### src/bitjump_pkg.sv
/*
 * Shared constants and carriers for the bit modify and jump decoder.
 * Assumes one synchronous memory bus and machine cycles counted in clock states.
 */
package bitjump_pkg;

    // Prefix and opcode bytes
    localparam logic [7:0] OP_BIT_PREFIX = 8'hcb;
    localparam logic [7:0] OP_IDX1_PREFIX = 8'hdd;
    localparam logic [7:0] OP_IDX2_PREFIX = 8'hfd;
    localparam logic [7:0] OP_ABS_BRANCH = 8'hc3;
    localparam logic [7:0] OP_REL_BRANCH = 8'h18;
    localparam logic [7:0] ABS_COND_MASK = 8'hc7;
    localparam logic [7:0] ABS_COND_CODE = 8'hc2;
    localparam logic [7:0] REL_COND_MASK = 8'he7;
    localparam logic [7:0] REL_COND_CODE = 8'h20;

    // Bit-manipulation group field (opcode bits 7:6)
    localparam logic [1:0] GRP_CLEAR = 2'h2;
    localparam logic [1:0] GRP_SET = 2'h3;

    // Register codes; code 110 means the byte at the pointer pair
    localparam logic [2:0] REG_B = 3'h0;
    localparam logic [2:0] REG_C = 3'h1;
    localparam logic [2:0] REG_D = 3'h2;
    localparam logic [2:0] REG_E = 3'h3;
    localparam logic [2:0] REG_H = 3'h4;
    localparam logic [2:0] REG_L = 3'h5;
    localparam logic [2:0] REG_MEM = 3'h6;
    localparam logic [2:0] REG_A = 3'h7;

    // Flag bit positions in the flag register
    localparam int FLAG_SIGN = 7;
    localparam int FLAG_ZERO = 6;
    localparam int FLAG_PARITY = 2;
    localparam int FLAG_CARRY = 0;

    // Clock states per machine cycle kind
    localparam logic [2:0] T_OPFETCH = 3'h4;
    localparam logic [2:0] T_MEMREAD = 3'h3;
    localparam logic [2:0] T_IDXOP = 3'h5;
    localparam logic [2:0] T_RMW_READ = 3'h4;
    localparam logic [2:0] T_MEMWRITE = 3'h3;
    localparam logic [2:0] T_REL_ADD = 3'h5;

    // Reset values
    localparam logic [15:0] PC_RESET = 16'h0000;
    localparam logic [15:0] WORD_RESET = 16'hffff;
    localparam logic [7:0] BYTE_RESET = 8'hff;

    typedef struct packed {
        logic [7:0] b;
        logic [7:0] c;
        logic [7:0] d;
        logic [7:0] e;
        logic [7:0] h;
        logic [7:0] l;
        logic [7:0] a;
        logic [7:0] f;
        logic [15:0] first_index_register;
        logic [15:0] second_index_register;
        logic [15:0] pc;
    } cpu_regs_s;

    typedef struct packed {
        logic [15:0] addr;
        logic [7:0] wdata;
        logic rd;
        logic wr;
        logic m1;
    } mem_req_s;

endpackage

### src/bit_modify_and_jump_decode.sv
/*
 * Execute core for bit set and clear forms and the absolute and relative branches.
 * Assumes memory answers a read within the machine cycle; read data is sampled on
 * the last clock state of that cycle. Any other unprefixed opcode runs as a four-state no-op.
 */
// Functional notes
// - Bit-set via first index: address is index plus signed byte, 6 cycles, 23 states.
// - Second index form decodes FD, CB, displacement, then 11 bbb 110.
// - Bit selector 000 picks bit 0, 111 picks bit 7.
// - Bit-clear is CB then 10 bbb rrr; 110 means byte at pointer pair.
// - Register codes B..L are 000..101, A is 111, 110 is memory.
// - Bit-clear takes 8, 15, or 23 states for register, pointer, indexed.
// - None of these instructions alter any flag.
// - Absolute target: first operand byte is low, second is high.
// - Unconditional absolute branch loads PC, 3 cycles, 10 states.
// - Conditional absolute branch loads PC only if true, 10 states always.
// - Condition codes: NZ, Z, NC, C, PO, PE, P, M for 000..111.
// - Opcode 18 adds signed byte to PC past both bytes, 12 states.
// - Relative targets span -126 to +129 from the opcode address.
// - Carry-conditional relative branch jumps only when carry is one.
// - Untaken conditional relative branch takes 7 states, taken takes 12.
`timescale 1ns/1ps

module bit_modify_and_jump_decode
    import bitjump_pkg::*;
#(
    parameter int TSTATE_DIV = 1
) (
    input wire logic clk_i,              // Core clock
    input wire logic reset_i,            // Async reset, active high
    input wire logic regs_load_i,        // Pulse: load register image
    input wire cpu_regs_s regs_load_val_i, // Register image to load
    input wire logic [7:0] mem_rdata_i,  // Memory read data
    output mem_req_s mem_o,              // Memory request
    output cpu_regs_s regs_o,            // Current register image
    output logic insn_done_o,            // Pulse at instruction end
    output logic tstate_o                // Clock-state enable pulse
);

    typedef enum {
        S_OPCODE,
        S_PREFIX,
        S_BITOP,
        S_IDX_DISP,
        S_IDX_OP,
        S_RMW_READ,
        S_RMW_WRITE,
        S_ABS_LO,
        S_ABS_HI,
        S_REL_DISP,
        S_REL_ADD
    } mstate_e;

    // A zero divider ticks only once per 65536 clocks; above 16 bits the divider counter would wrap early
    if (TSTATE_DIV < 1 || TSTATE_DIV > 65535) begin
        $error("TSTATE_DIV out of range");
    end

    mstate_e state_reg, state_next;
    logic [15:0] div_reg;
    logic [2:0] tcnt_reg;
    logic [7:0] gpr_reg [8];
    // Index registers are kept apart from the byte file
    logic [15:0] first_index_reg, second_index_reg;
    logic [15:0] pc_reg;
    logic [15:0] ea_reg;
    logic [7:0] lo_reg, op_reg, mdata_reg;
    logic [1:0] idx_reg;
    logic cond_reg;
    logic [15:0] pc_next;

    wire logic tick = (div_reg == 16'h0000);
    logic [2:0] cyc_len;
    wire logic cyc_end = tick && (tcnt_reg == cyc_len - 3'h1);

    // Machine cycle length by state; these set every documented total
    always_comb begin
        unique case (state_reg)
            S_OPCODE, S_PREFIX, S_BITOP: cyc_len = T_OPFETCH;
            S_IDX_DISP, S_ABS_LO, S_ABS_HI, S_REL_DISP: cyc_len = T_MEMREAD;
            S_IDX_OP: cyc_len = T_IDXOP;
            S_RMW_READ: cyc_len = T_RMW_READ;
            S_RMW_WRITE: cyc_len = T_MEMWRITE;
            S_REL_ADD: cyc_len = T_REL_ADD;
        endcase
    end

    // Condition evaluation from flags only; flags are written only by a preset
    // One evaluator function serves both branch kinds, instanced once for each with its own condition field
    function automatic logic cond_true(input logic [2:0] condition_field, input logic [7:0] f);
        logic flag;
        flag = 1'b0;
        unique case (condition_field[2:1])
            2'h0: flag = f[FLAG_ZERO];
            2'h1: flag = f[FLAG_CARRY];
            2'h2: flag = f[FLAG_PARITY];
            2'h3: flag = f[FLAG_SIGN];
        endcase
        return flag == condition_field[0];
    endfunction

    // Opcode decoding of the byte arriving now
    wire logic [7:0] rd = mem_rdata_i;
    wire logic is_abs = (rd == OP_ABS_BRANCH);
    wire logic is_abs_cond = ((rd & ABS_COND_MASK) == ABS_COND_CODE);
    wire logic is_rel = (rd == OP_REL_BRANCH);
    wire logic is_rel_cond = ((rd & REL_COND_MASK) == REL_COND_CODE);
    wire logic abs_cond_ok = cond_true(rd[5:3], gpr_reg[REG_MEM]);
    // Relative conditions only use NZ/Z/NC/C, the low two bits of the code
    wire logic rel_cond_ok = cond_true({1'b0, rd[4:3]}, gpr_reg[REG_MEM]);
    wire logic is_modify = (rd[7:6] == GRP_SET) || (rd[7:6] == GRP_CLEAR);

    // Bit modification of a byte; selector maps straight to bit number
    function automatic logic [7:0] modify(input logic [7:0] v, input logic [7:0] op);
        logic [7:0] mask;
        mask = 8'h01 << op[5:3];
        return (op[7:6] == GRP_SET) ? (v | mask) : (v & ~mask);
    endfunction

    wire logic [15:0] pointer_pair = {gpr_reg[REG_H], gpr_reg[REG_L]};
    wire logic [15:0] idx_base = (idx_reg == 2'h1) ? first_index_reg : second_index_reg;
    // Sign extension keeps backward offsets correct
    wire logic [15:0] disp_ext = {{8{rd[7]}}, rd};
    // PC wraps at 16 bits, as the address bus does
    wire logic [15:0] pc_inc = pc_reg + 16'h0001;

    // Next machine state and program counter
    always_comb begin
        state_next = state_reg;
        pc_next = pc_reg;
        unique case (state_reg)
            S_OPCODE: begin
                // Any opcode not decoded below runs as a four-state no-op
                pc_next = pc_inc;
                if (rd == OP_BIT_PREFIX) begin
                    state_next = S_BITOP;
                end else if (rd == OP_IDX1_PREFIX || rd == OP_IDX2_PREFIX) begin
                    state_next = S_PREFIX;
                end else if (is_abs || is_abs_cond) begin
                    state_next = S_ABS_LO;
                end else if (is_rel || is_rel_cond) begin
                    state_next = S_REL_DISP;
                end
            end
            S_PREFIX: begin
                // A prefix without the bit group costs eight states and does nothing
                pc_next = pc_inc;
                state_next = (rd == OP_BIT_PREFIX) ? S_IDX_DISP : S_OPCODE;
            end
            S_BITOP: begin
                pc_next = pc_inc;
                if (is_modify && rd[2:0] == REG_MEM) begin
                    state_next = S_RMW_READ;
                end else begin
                    state_next = S_OPCODE;
                end
            end
            S_IDX_DISP: begin
                pc_next = pc_inc;
                state_next = S_IDX_OP;
            end
            S_IDX_OP: begin
                // Non-modify groups stop here with no memory access
                pc_next = pc_inc;
                state_next = is_modify ? S_RMW_READ : S_OPCODE;
            end
            S_RMW_READ: state_next = S_RMW_WRITE;
            S_RMW_WRITE: state_next = S_OPCODE;
            S_ABS_LO: begin
                pc_next = pc_inc;
                state_next = S_ABS_HI;
            end
            S_ABS_HI: begin
                // Untaken still costs the full operand read
                pc_next = cond_reg ? {rd, lo_reg} : pc_inc;
                state_next = S_OPCODE;
            end
            S_REL_DISP: begin
                pc_next = pc_inc;
                // Untaken ends right after the displacement read
                state_next = cond_reg ? S_REL_ADD : S_OPCODE;
            end
            S_REL_ADD: begin
                // Adds to PC already past both bytes
                pc_next = pc_reg + {{8{lo_reg[7]}}, lo_reg};
                state_next = S_OPCODE;
            end
        endcase
    end

    // Clock-state divider and counter
    always_ff @(posedge clk_i or posedge reset_i) begin
        if (reset_i) begin
            div_reg <= 16'h0000;
            tcnt_reg <= 3'h0;
        end else if (regs_load_i) begin
            // A preset restarts the machine cycle too, so the first fetch is a full one
            div_reg <= 16'h0000;
            tcnt_reg <= 3'h0;
        end else begin
            div_reg <= (div_reg == 16'(TSTATE_DIV - 1)) ? 16'h0000 : div_reg + 16'h0001;
            if (cyc_end) begin
                tcnt_reg <= 3'h0;
            end else if (tick) begin
                tcnt_reg <= tcnt_reg + 3'h1;
            end
        end
    end

    // Sequencer and program counter
    // A preset overrides any cycle end that falls in the same clock
    always_ff @(posedge clk_i or posedge reset_i) begin
        if (reset_i) begin
            state_reg <= S_OPCODE;
            pc_reg <= PC_RESET;
        end else if (regs_load_i) begin
            state_reg <= S_OPCODE;
            pc_reg <= regs_load_val_i.pc;
        end else if (cyc_end) begin
            state_reg <= state_next;
            pc_reg <= pc_next;
        end
    end

    // Operand capture: prefix, condition, displacement, address, data
    always_ff @(posedge clk_i or posedge reset_i) begin
        if (reset_i) begin
            idx_reg <= 2'h0;
            cond_reg <= 1'b0;
            lo_reg <= 8'h00;
            op_reg <= 8'h00;
            ea_reg <= 16'h0000;
            mdata_reg <= 8'h00;
        end else if (cyc_end) begin
            unique case (state_reg)
                S_OPCODE: begin
                    idx_reg <= (rd == OP_IDX1_PREFIX) ? 2'h1 : 2'h2;
                    // Condition settles once, from the flags at fetch
                    cond_reg <= is_abs || is_rel || (is_abs_cond && abs_cond_ok) || (is_rel_cond && rel_cond_ok);
                    ea_reg <= pointer_pair;
                end
                S_BITOP: op_reg <= rd;
                S_IDX_DISP: ea_reg <= idx_base + disp_ext;
                S_IDX_OP: op_reg <= rd;
                S_RMW_READ: mdata_reg <= modify(rd, op_reg);
                S_ABS_LO, S_REL_DISP: lo_reg <= rd;
                S_PREFIX, S_RMW_WRITE, S_ABS_HI, S_REL_ADD: ;
            endcase
        end
    end

    // Register file; index 6 holds the flags, which only a preset writes
    always_ff @(posedge clk_i or posedge reset_i) begin
        if (reset_i) begin
            for (int i = 0; i < 8; i++) begin
                gpr_reg[i] <= BYTE_RESET;
            end
            first_index_reg <= WORD_RESET;
            second_index_reg <= WORD_RESET;
        end else if (regs_load_i) begin
            gpr_reg[REG_B] <= regs_load_val_i.b;
            gpr_reg[REG_C] <= regs_load_val_i.c;
            gpr_reg[REG_D] <= regs_load_val_i.d;
            gpr_reg[REG_E] <= regs_load_val_i.e;
            gpr_reg[REG_H] <= regs_load_val_i.h;
            gpr_reg[REG_L] <= regs_load_val_i.l;
            gpr_reg[REG_MEM] <= regs_load_val_i.f;
            gpr_reg[REG_A] <= regs_load_val_i.a;
            first_index_reg <= regs_load_val_i.first_index_register;
            second_index_reg <= regs_load_val_i.second_index_register;
        end else if (cyc_end && state_reg == S_BITOP && is_modify && rd[2:0] != REG_MEM) begin
            // Code 110 is kept out, so the flag slot can never take a result
            gpr_reg[rd[2:0]] <= modify(gpr_reg[rd[2:0]], rd);
        end
    end

    // Bus request; write returns to the address that was read
    // Address comes from flops, so it stands for the whole machine cycle
    wire logic is_fetch = (state_reg == S_OPCODE) || (state_reg == S_PREFIX) || (state_reg == S_BITOP);
    wire logic is_rmw = (state_reg == S_RMW_READ) || (state_reg == S_RMW_WRITE);
    assign mem_o.addr = is_rmw ? ea_reg : pc_reg;
    assign mem_o.wdata = mdata_reg;
    assign mem_o.rd = (state_reg != S_RMW_WRITE) && (state_reg != S_REL_ADD);
    assign mem_o.wr = (state_reg == S_RMW_WRITE);
    assign mem_o.m1 = is_fetch;

    // Register image; flags pass through untouched
    assign regs_o.b = gpr_reg[REG_B];
    assign regs_o.c = gpr_reg[REG_C];
    assign regs_o.d = gpr_reg[REG_D];
    assign regs_o.e = gpr_reg[REG_E];
    assign regs_o.h = gpr_reg[REG_H];
    assign regs_o.l = gpr_reg[REG_L];
    assign regs_o.a = gpr_reg[REG_A];
    assign regs_o.f = gpr_reg[REG_MEM];
    assign regs_o.first_index_register = first_index_reg;
    assign regs_o.second_index_register = second_index_reg;
    assign regs_o.pc = pc_reg;

    // Masked on a preset so the restarted fetch is not counted twice
    assign insn_done_o = cyc_end && (state_next == S_OPCODE) && !regs_load_i;
    assign tstate_o = tick;

endmodule

### config.mk
export PLATFORM = sky130hd
export DESIGN_NAME = bit_modify_and_jump_decode
export DESIGN_NICKNAME = d
export VERILOG_FILES = /design/src/bitjump_pkg.sv /design/src/bit_modify_and_jump_decode.sv
export SDC_FILE = /design/constraint.sdc
export NUM_CORES = 1
export LEC_CHECK = 0
export BUFFER_PORTS_ARGS = -buffer_cell sky130_fd_sc_hd__buf_2
export CAP_MARGIN = 20
export CORE_AREA = 5 5 229 231
export DETAILED_ROUTE_END_ITERATION = 10
export DIE_AREA = 0 0 234 236
export SYNTH_ARGS = -nofsm -noshare
export SYNTH_HDL_FRONTEND = slang
export SYNTH_SLANG_ARGS = --single-unit
### constraint.sdc
create_clock -name clk_i -period 15.5 [get_ports clk_i]
set_input_delay 0.775 -clock clk_i [delete_from_list [all_inputs] [get_ports clk_i]]
set_output_delay 0.775 -clock clk_i [all_outputs]
set_load 0.03 [all_outputs]
==> impl_results.md, run 1 <==
- Clock power share: 35.1%
- WP data arrival: 3.96 ns
- First-pass GRT wire length: 66800 um
- EDFF count, synth: 0
- Mux contribution to synthesized area: 10.5%
- Pwr/cell area: 120 nW/um2
- Largest net degree at the start of global routing: 88
- Cell area after layout: 15300 um2
- Initial Util: 24.8%
- DRC Markers: 0
- Post CTS Setup Buffer Count: 0
- Worst Path Required: 14.73 ns
- Worst hold path class: in -> reg
- Tightest Pin Transition: 1.02 ns
- Post-synth top cells: dfrtp_1, nand2_1, dfstp_2, nor2_1, mux2_2
- H-tree lvl count: 1
- DR WL met3: 3820 um
- Post-Syn Instances: 1255
- Crit end category: output pin
- Final-report hold violation count: 0
- Post-synth top area share: 21.6%
- R2R Path Start: idx_reg[1]
- Die width: 234 um
- Crit share post-route: 30.6%
- Pint: 1.18 mW
- CP max FO: 13
- RSZ-0062 raised after global routing: false
- Net Sw Frac: 35.5%
- Layout net count: 1649
- Sequential share of the synthesized area: 42.0%
- Hold-fix buffers, CTS: 0
- Root Buffer Master: clkbuf_16
- Dpl ws: 11.10 ns
- IO Count: 264
- Yosys cell types: 83
- Post-Synth Adder-Cell Area: 3.76%
- Vias/cell: 5.10
- Layout Skew: 0.00972 ns
- Uppermost layer routed: met5
- WL met1: 20100 um
- Critical Path Source: state_reg[27]
- Mapped Nets: 1414
- Worst reg2reg path depth: 12
- Area of the multi-input gates: 6840 um2
- Net Switching: 650 uW
- Detail Placement HPWL: 34000 um
- Synth-to-Final Area Change: 23.6%
- Clock tree buffer depth: 3
- Core area: 49900 um2
- Leak: 6.89 nW
- Cells resized by post-CTS repair: 0
- Synth Area in Compound Gates: 19.9%
- Share of cells above drive strength 1: 35.8%
- Post-route setup TNS: 0 ns
- Critical path launch point type: flop
- Dpl cell area: 14400 um2
- Cell with the most instances after synthesis: dfrtp_1
- Fmax: 211 MHz
- Synth Area in XOR/XNOR: 3.39%
- R2R Setup Slk: 11.04 ns
- TritonRoute pass-1 iters: 5
- Crit Reg-Reg Endpoint: ea_reg[14]
- # rows: 82
- Initial antenna violation count: 3
- I/O Buffers: 263
- Final Wtd Congestion: 0.896
- Via Count: 11100
- Post-DR wirelength/cell: 20.8 um
- Synth area leader: dfrtp_1
- CTS tree: built
- Vias in the first global route: 10800
- Overall routing resource usage: 15.5%
- # fillers: 5247
- Max reg flops: 64
- Slew margin rel.: 31.9%
- Post-route setup slack: 10.76 ns
- Initial DRC Count: 932
- DIE AREA: 55200 um2
- Post-route ant nets: 0
- Wire length on met2: 20300 um
- Area contributors post-synth: dfrtp_1, dfstp_2, mux2_2
- VDD IR max: 0.0000946 V
- Part of the power in registers: 38.8%
- CP Capture Point: insn_done_o
- Flops & latches, synth: 203
- Congestion Overflow GR: 0
- Worst hold stages: 3
- Total CTS buffers: 26
- Run status: complete, no violations
- Clk slew on worst S/H paths: 0.06 ns
- Class of the most critical setup path: reg -> out
- Ys Warns: 0
- TritonCTS Sinks: 203
- Setup-failing EPs final: 0
- Clk_lat worst skew: 0.55 ns
- Die height: 236 um
- Main combinational cell family by area after synthesis: compound AO/OA/AOI/OAI gates
- Final min period: 4.74 ns
- FFs w/ async S/R, synth: 100%
- Total Wirelength: 45300 um
- Max cap viols: 0
- Synth Area in Simple Gates: 17.5%
- Logic pwr share: 26.1%
- Mapped Avg Cell Area: 9.87 um2
- Cell Area, Synth: 12400 um2
- Slew Limit Fails: 0
- Top_reg_cell synth: dfrtp_1
- Seq. cell area: 5200 um2
layout make-up:
| class | instances | area share [%] |
|---|---|---|
| Sequential cell | 203 | 34.0 |
| Tap cell | 672 | 5.49 |
| Clock inverter | 16 | 1.28 |
| Clock buffer | 31 | 4.64 |
| Multi-Input combinational cell | 964 | 44.7 |
| Inverter | 16 | 0.441 |
| Timing Repair Buffer | 279 | 9.45 |
| Antenna cell | 1 | 0.0163 |
worst min path at each step:
| stage | from | endpoint |
|---|---|---|
| finish | regs_load_val_i[60] | regs_o[60] |
| global route | regs_load_val_i[57] | regs_o[57] |
| CTS | regs_load_val_i[60] | regs_o[60] |
| detailed placement | state_reg[4] | state_reg[4] |
| global placement | ea_reg[10] | ea_reg[10] |
| floorplan | ea_reg[0] | ea_reg[0] |
power by group through the flow:
stage | Sequential [mW] | Clock, mW | Combinational (mW)
after detailed placement | 0.716 | 0 | 0.477
after global placement | 0.714 | 0 | 0.470
after CTS | 0.708 | 0.663 | 0.480
final | 0.710 | 0.644 | 0.479
after floorplan | 0.724 | 0 | 0.288
after global routing | 0.717 | 0.683 | 0.520
critical path: stages, from the launching register on:
cell and delay (ns):
dfrtp_1 0.38, nor4_1 0.33, nand3_1 0.20, or3_1 0.52, or3_1 0.45, a21oi_2 0.60
o211ai_1 0.23, nor3_1 0.41, buf_2 0.28
kinds of logic (layout without fill, tap and decap cells):
kind of cell / Yosys count / after routing
other: 0 / 1
buffers and inverters: 88 / 342
DFF: 203 / 203
and+or+nand+nor: 413 / 413
muxes: 118 / 118
adders and majority gates: 36 / 36
xor gates and xnor gates: 48 / 48
AOI/OAI and AO/OA: 349 / 349
metal layers:
| metal | GRT usage, % | vias up |
|---|---|---|
| li1 | - | 5123 |
| met1 | 21.8 | 5487 |
| met2 | 24.3 | 449 |
| met3 | 3.55 | 59 |
| met4 | 3.72 | 4 |
| met5 | 0 | - |
placed cells by master, fill, tap and decap left out, types with 44 or more instances in the layout:
cell type / count
dfrtp_1: 107
nand2_1: 102
o21ai_0: 72
a21oi_1: 47
nor2_1: 93
a21o_1: 50
dfstp_2: 96
a22o_1: 44
buf_2: 262
mux2_2: 87
per-stage QoR:
step	instances	hold WS (ns)	utilization (%)	power [mW]
final	2182	0.431	30.7	1.83
after global routing	2181	0.417	30.7	1.92
after CTS	2179	0.398	30.6	1.85
after detailed placement	2132	0.471	28.8	1.19
after global placement	2132	0.467	28.8	1.18
after floorplan	1255	0.446	-	1.01
Power figures use the tool's default switching activity.
==> inputs of run 2 (changes only) <==
Clock period 15.5 ns to 4.4 ns, I/O delays scaled along.
==> run 2 against run 1 <==
- routed wire length up 3.8%
- total power grew to 3.6 times the previous value
- global-route usage up 0.89 points
- flip-flop and latch count is the same
- sequential power rose to 3.5 times the previous value
- combinational power grew to 3.7 times the previous value
- count of clock-buffer cells in the layout rose by 2
- clock skew increased by 0.0083 ns
- cell count is 5.3% higher
- register-to-register slack got worse by 11 ns
- utilization increased by 2.2 points
- critical endpoint is now ea_reg[14]
- critical path depth up 4
==> impl_results.md, run 2 (synthesized netlist as in run 1, its figures left out) <==
- Slew margin rel.: 39.5% (was 31.9%)
- Clk_lat worst skew: 0.54 ns (was 0.55 ns)
- Leading cell type in the layout, fill and taps excluded: buf_2 (unchanged)
- Leak: 7.38 nW (was 6.89 nW)
- Core area: 49900 um2 (unchanged)
- Die height: 236 um (unchanged)
- Max cap viols: 0 (unchanged)
- H-tree lvl count: 1 (unchanged)
- Commonest non-fill, non-tap cells in the layout: buf_2, dfrtp_1, dlygate4sd3_1, nand2_1, dfstp_2 (was buf_2, dfrtp_1, nand2_1, dfstp_2, nor2_1)
- Crit share post-route: 91.4%
- Max reg flops: 64 (unchanged)
- # rows: 82 (unchanged)
- Cell area after layout: 16400 um2 (was 15300 um2)
- Vias in the first global route: 11700 (was 10800)
- Via Count: 11600 (was 11100)
- Layout net count: 1764 (was 1649)
- Worst Path Required: 4.83 ns (was 14.73 ns)
- Root Buffer Master: clkbuf_16 (unchanged)
- First-pass GRT wire length: 71300 um (was 66800 um)
- WP data arrival: 4.45 ns (was 3.96 ns)
- Seq. cell area: 5200 um2 (unchanged)
- Critical path launch point type: flop (unchanged)
- Area of the multi-input gates: 6830 um2 (was 6840 um2)
- Post-route setup slack: 0.380 ns (was 10.76 ns)
- Post CTS Setup Buffer Count: 0 (unchanged)
- Class of the most critical setup path: reg -> reg (was reg -> out)
- Setup-failing EPs final: 0 (unchanged)
- TritonRoute pass-1 iters: 7 (was 5)
- Slew Limit Fails: 0 (unchanged)
- Overall routing resource usage: 16.4% (was 15.5%)
- I/O Buffers: 263 (unchanged)
- Synth-to-Final Area Change: 32.6% (was 23.6%)
- TritonCTS Sinks: 203 (unchanged)
- Layout Skew: 0.0180 ns (was 0.00972 ns)
- Post-route setup TNS: 0 ns (unchanged)
- Total Wirelength: 47000 um (was 45300 um)
- Run status: complete, no violations (unchanged)
- Pwr/cell area: 397 nW/um2 (was 120 nW/um2)
- Final min period: 4.02 ns
- Post-DR wirelength/cell: 20.4 um (was 20.8 um)
- Clk slew on worst S/H paths: 0.06 ns (about the same)
- DRC Markers: 0 (unchanged)
- Initial Util: 24.8% (unchanged)
- Initial antenna violation count: 5 (was 3)
- Final Wtd Congestion: 0.908 (was 0.896)
- Post-route ant nets: 0 (unchanged)
- VDD IR max: 0.000302 V (was 0.0000946 V)
- Dpl ws: 0.517 ns (was 11.10 ns)
- Tightest Pin Transition: 0.903 ns (was 1.02 ns)
- Dpl cell area: 14500 um2 (was 14400 um2)
- Congestion Overflow GR: 0 (unchanged)
- Share of cells above drive strength 1: 33.7% (was 35.8%)
- CTS tree: built (unchanged)
- Total CTS buffers: 26 (unchanged)
- Worst hold slack: 0.0219 ns (was 0.431 ns)
- Detail Placement HPWL: 34300 um (was 34000 um)
- DIE AREA: 55200 um2 (unchanged)
- Initial DRC Count: 1023 (was 932)
- CP max FO: 6 (was 13)
- Largest net degree at the start of global routing: 119 (was 88)
- Worst hold path class: in -> reg (unchanged)
- Fmax: 249 MHz
- Clock tree buffer depth: 3 (unchanged)
- Die width: 234 um (unchanged)
- Final-report hold violation count: 0 (unchanged)
- RSZ-0062 raised after global routing: false (unchanged)
- Vias/cell: 5.03 (was 5.10)
- IO Count: 264 (unchanged)
- # fillers: 5171 (was 5247)
- Crit end category: flop (was output pin)
## run 2: layout make-up
type                            instances  share of cell area (%)
Clock inverter                         15                    1.09
Tap cell                              672                    5.12
Multi-Input combinational cell        964                    41.6
Inverter                               16                   0.388
Clock buffer                           33                    4.43
Timing Repair Buffer                  394                    15.7
Sequential cell                       203                    31.7
Antenna cell                            1                  0.0152
## run 2: critical path, stage by stage (launching register included)
cell,delay (ns)
dfrtp_1,0.38
nor2b_2,0.29
mux2_2,0.38
ha_1,0.22
fa_1,0.44
a211o_1,0.30
a21o_1,0.18
a21bo_2,0.23
a2111oi_0,0.40
nor3_1,0.17
a2111oi_0,0.49
nor3_1,0.14
a41o_1,0.26
## run 2: repair_timing
action / 4_1_cts / 5_1_grt
resized for setup: 0 / 0
hold buffers: 106 / 0
hold endpoints to repair: 106 / 0
## run 2: per-stage QoR
| stage | utilization (%) | instances | power, mW |
|---|---|---|---|
| floorplan | - | 1255 | 3.57 |
| global placement | 29.0 | 2143 | 4.18 |
| detailed placement | 29.0 | 2143 | 4.21 |
| CTS | 32.9 | 2297 | 6.57 |
| global route | 32.9 | 2297 | 6.84 |
| finish | 32.9 | 2298 | 6.52 |
## run 2: layer usage
layer / up-vias / wire length, um / track usage (%)
met5: - / 21 / 0
met4: 4 / 1360 / 4.64
met3: 76 / 3730 / 3.54
met2: 480 / 21800 / 26.7
met1: 5624 / 20100 / 22.1
li1: 5367 / - / -
## run 2: report_power, final
group	switching (mW)	internal, mW	total, mW
registers	0.345	2.14	2.48
logic	1.08	0.709	1.79
clock network	0.889	1.36	2.25
## run 2: path summary, 6_finish.rpt
kind	from	endpoint	slack (ns)	cells past startpoint
worst min-delay path	regs_load_val_i[65]	regs_o[65]	0.02	3
worst min register to register	mdata_reg[1]	mdata_reg[1]	0.47	2
worst max register to register	idx_reg[1]	ea_reg[14]	0.38	12
max in group asynchronous	reset_i	regs_o[54]	3.46	3
worst max-delay path	idx_reg[1]	ea_reg[14]	0.38	12
min in group asynchronous	reset_i	second_index_reg[5]	0.16	2
==> inputs of run 3 (changes only) <==
Settings changed: CORE_AREA 5 5 229 231 to 5 5 155 157, DIE_AREA 0 0 234 236 to 0 0 160 162, PLACE_DENSITY from default to 0.81.
==> run 3 against run 2 <==
- combinational power shrank 3%
- via count about the same
- non-clock buffer count down 50
- routed wire length is 13% lower
- design area down 6.8%
- count of clock-buffer cells in the layout shrank 4
- sequential share of layout area up 2.3 points
- critical path depth grew 1
- clock power shrank 14%
- clock skew shrank 0.0064 ns
- maximum frequency decreased by 0.70%
==> impl_results.md, run 3 (synthesized netlist as in run 1, its figures left out) <==
- Crit share post-route: 92.0% (was 91.4%)
- Initial DRC Count: 1035 (was 1023)
- Initial Util: 55.4% (was 24.8%)
- Via Count: 11500 (was 11600)
- Run status: complete, no violations (unchanged)
- Fmax: 247 MHz (was 249 MHz)
- Vias/cell: 6.22 (was 5.03)
- H-tree lvl count: 1 (unchanged)
- Worst hold path class: in -> reg (unchanged)
- Seq. cell area: 5200 um2 (unchanged)
- Initial antenna violation count: 0 (was 5)
- DRC Markers: 0 (unchanged)
- Max reg flops: 64 (unchanged)
- Die height: 162 um (was 236 um)
- Net Switching: 2.13 mW (was 2.31 mW)
- Post-route ant nets: 0 (unchanged)
- Share of cells above drive strength 1: 34.2% (was 33.7%)
- Part of the power in registers: 39.7% (was 38.1%)
- Hold Crit Endpoint: regs_o[82] (was regs_o[65])
- TritonCTS Sinks: 203 (unchanged)
- Crit Reg-Reg Endpoint: ea_reg[14] (unchanged)
- Layout Skew: 0.0116 ns (was 0.0180 ns)
- Pint: 3.97 mW (was 4.21 mW)
- Worst hold stages: 3 (unchanged)
- Final-report hold violation count: 0 (unchanged)
- Critical path launch point type: flop (unchanged)
- Core area: 22400 um2 (was 49900 um2)
- Vias in the first global route: 11700 (about the same)
- Clk slew on worst S/H paths: 0.06 ns (about the same)
- R2R Path Start: idx_reg[1] (unchanged)
- Congestion Overflow GR: 0 (unchanged)
- Net Sw Frac: 34.9% (was 35.4%)
- CTS tree: built (unchanged)
- Final min period: 4.05 ns (was 4.02 ns)
- Commonest non-fill, non-tap cells in the layout: buf_2, dfrtp_1, nand2_1, dfstp_2, nor2_1 (was buf_2, dfrtp_1, dlygate4sd3_1, nand2_1, dfstp_2)
- Synth-to-Final Area Change: 23.6% (was 32.6%)
- Die width: 160 um (was 234 um)
- WP data arrival: 4.45 ns (about the same)
- Clk_lat worst skew: 0.51 ns (was 0.54 ns)
- Post-DR wirelength/cell: 22.0 um (was 20.4 um)
- Slew Limit Fails: 0 (unchanged)
- Area of the multi-input gates: 6830 um2 (about the same)
- VDD IR max: 0.000353 V (was 0.000302 V)
- Leak: 7.11 nW (was 7.38 nW)
- Post-route setup slack: 0.352 ns (was 0.380 ns)
- Total Wirelength: 40800 um (was 47000 um)
- IO Count: 264 (unchanged)
- Detail Placement HPWL: 28700 um (was 34300 um)
- Root Buffer Master: clkbuf_16 (unchanged)
- First-pass GRT wire length: 64100 um (was 71300 um)
- Final total power: 6.10 mW (was 6.52 mW)
- DIE AREA: 25900 um2 (was 55200 um2)
- Post-route setup TNS: 0 ns (unchanged)
- Leading cell type in the layout, fill and taps excluded: buf_2 (unchanged)
- HP Start: regs_load_val_i[82] (was regs_load_val_i[65])
- Setup-failing EPs final: 0 (unchanged)
- Pwr/cell area: 399 nW/um2 (was 397 nW/um2)
- R2R Setup Slk: 0.35 ns (was 0.38 ns)
- CP max FO: 16 (was 6)
- Crit end category: flop (unchanged)
- Layout net count: 1711 (was 1764)
- Worst reg2reg path depth: 13 (was 12)
- Worst Path Required: 4.80 ns (was 4.83 ns)
- Largest net degree at the start of global routing: 101 (was 119)
- # rows: 55 (was 82)
- # fillers: 1685 (was 5171)
- Slew margin rel.: 23.8% (was 39.5%)
- Tightest Pin Transition: 1.14 ns (was 0.903 ns)
- RSZ-0062 raised after global routing: false (unchanged)
- Total CTS buffers: 23 (was 26)
- Clock power share: 31.8% (was 34.5%)
- I/O Buffers: 263 (unchanged)
- Overall routing resource usage: 30.6% (was 16.4%)
- Logic pwr share: 28.5% (was 27.4%)
- Class of the most critical setup path: reg -> reg (unchanged)
- Max cap viols: 0 (unchanged)
- Clock tree buffer depth: 3 (unchanged)
- Dpl ws: 0.485 ns (was 0.517 ns)
- Final Wtd Congestion: 0.914 (was 0.908)
- TritonRoute pass-1 iters: 5 (was 7)
## run 3: power groups by stage
stage,Clock [mW],Sequential [mW],Combinational (mW)
after global placement,0,2.43,1.62
after CTS,1.95,2.41,1.72
final,1.94,2.42,1.74
after floorplan,0,2.55,1.02
after detailed placement,0,2.44,1.67
after global routing,2.03,2.45,1.88
## run 3: how the worst max path moves through the flow
stage                        from         end  slack (ns)  cells after the start
CTS                    idx_reg[1]  ea_reg[14]        0.41                     13
floorplan              idx_reg[1]  ea_reg[14]        0.35                     14
finish                 idx_reg[1]  ea_reg[14]        0.35                     13
global route        state_reg[23]   mem_o[19]        0.20                      6
global placement       idx_reg[1]  ea_reg[14]        0.50                     13
detailed placement     idx_reg[1]  ea_reg[14]        0.49                     13
## run 3: layer usage
metal | vias to the layer above | GRT usage (%) | part of all wire (%)
met2 | 684 | 50.7 | 47
met4 | 0 | 12.6 | 4.6
met1 | 5488 | 39.6 | 38
met3 | 126 | 5.96 | 10
met5 | - | 0 | 0
li1 | 5243 | - | -
## run 3: final cells by class
cell class | instances | area share (%)
flip-flops and latches | 203 | 34.0
clock buffers | 29 | 4.45
clock inverters | 12 | 0.572
inverters | 16 | 0.417
repair buffers | 344 | 13.6
multi-input cells | 964 | 44.6
diodes | 1 | 0.0163
well taps | 285 | 2.33
## run 3: metrics by stage
stage | std cells | hold slack (ns) | utilization (%) | instance area [um2]
after global placement | 1751 | 0.429 | 62.3 | 13900
after detailed placement | 1752 | 0.434 | 62.3 | 13900
after CTS | 1853 | 0.00196 | 68.4 | 15300
after global routing | 1853 | 0.0120 | 68.4 | 15300
final | 1854 | 0.00787 | 68.4 | 15300
after floorplan | 1255 | 0.331 | - | 12400
## run 3: critical path: stages, from the launching register on
cell       delay [ns]
dfrtp_1          0.38
nor2b_1          0.11
buf_4            0.25
mux2_2           0.36
ha_1             0.22
fa_1             0.44
a211o_1          0.30
a21o_1           0.19
a21bo_2          0.23
a2111oi_0        0.44
nor3_1           0.20
a2111oi_0        0.47
nor3_1           0.11
a41o_1           0.24
## run 3: what timing repair did
| item | CTS | global route |
|---|---|---|
| endpoints found under the hold margin | 67 | 0 |
| gates resized for setup | 0 | 0 |
| setup buffers | 0 | 0 |
| hold buffers | 60 | 0 |
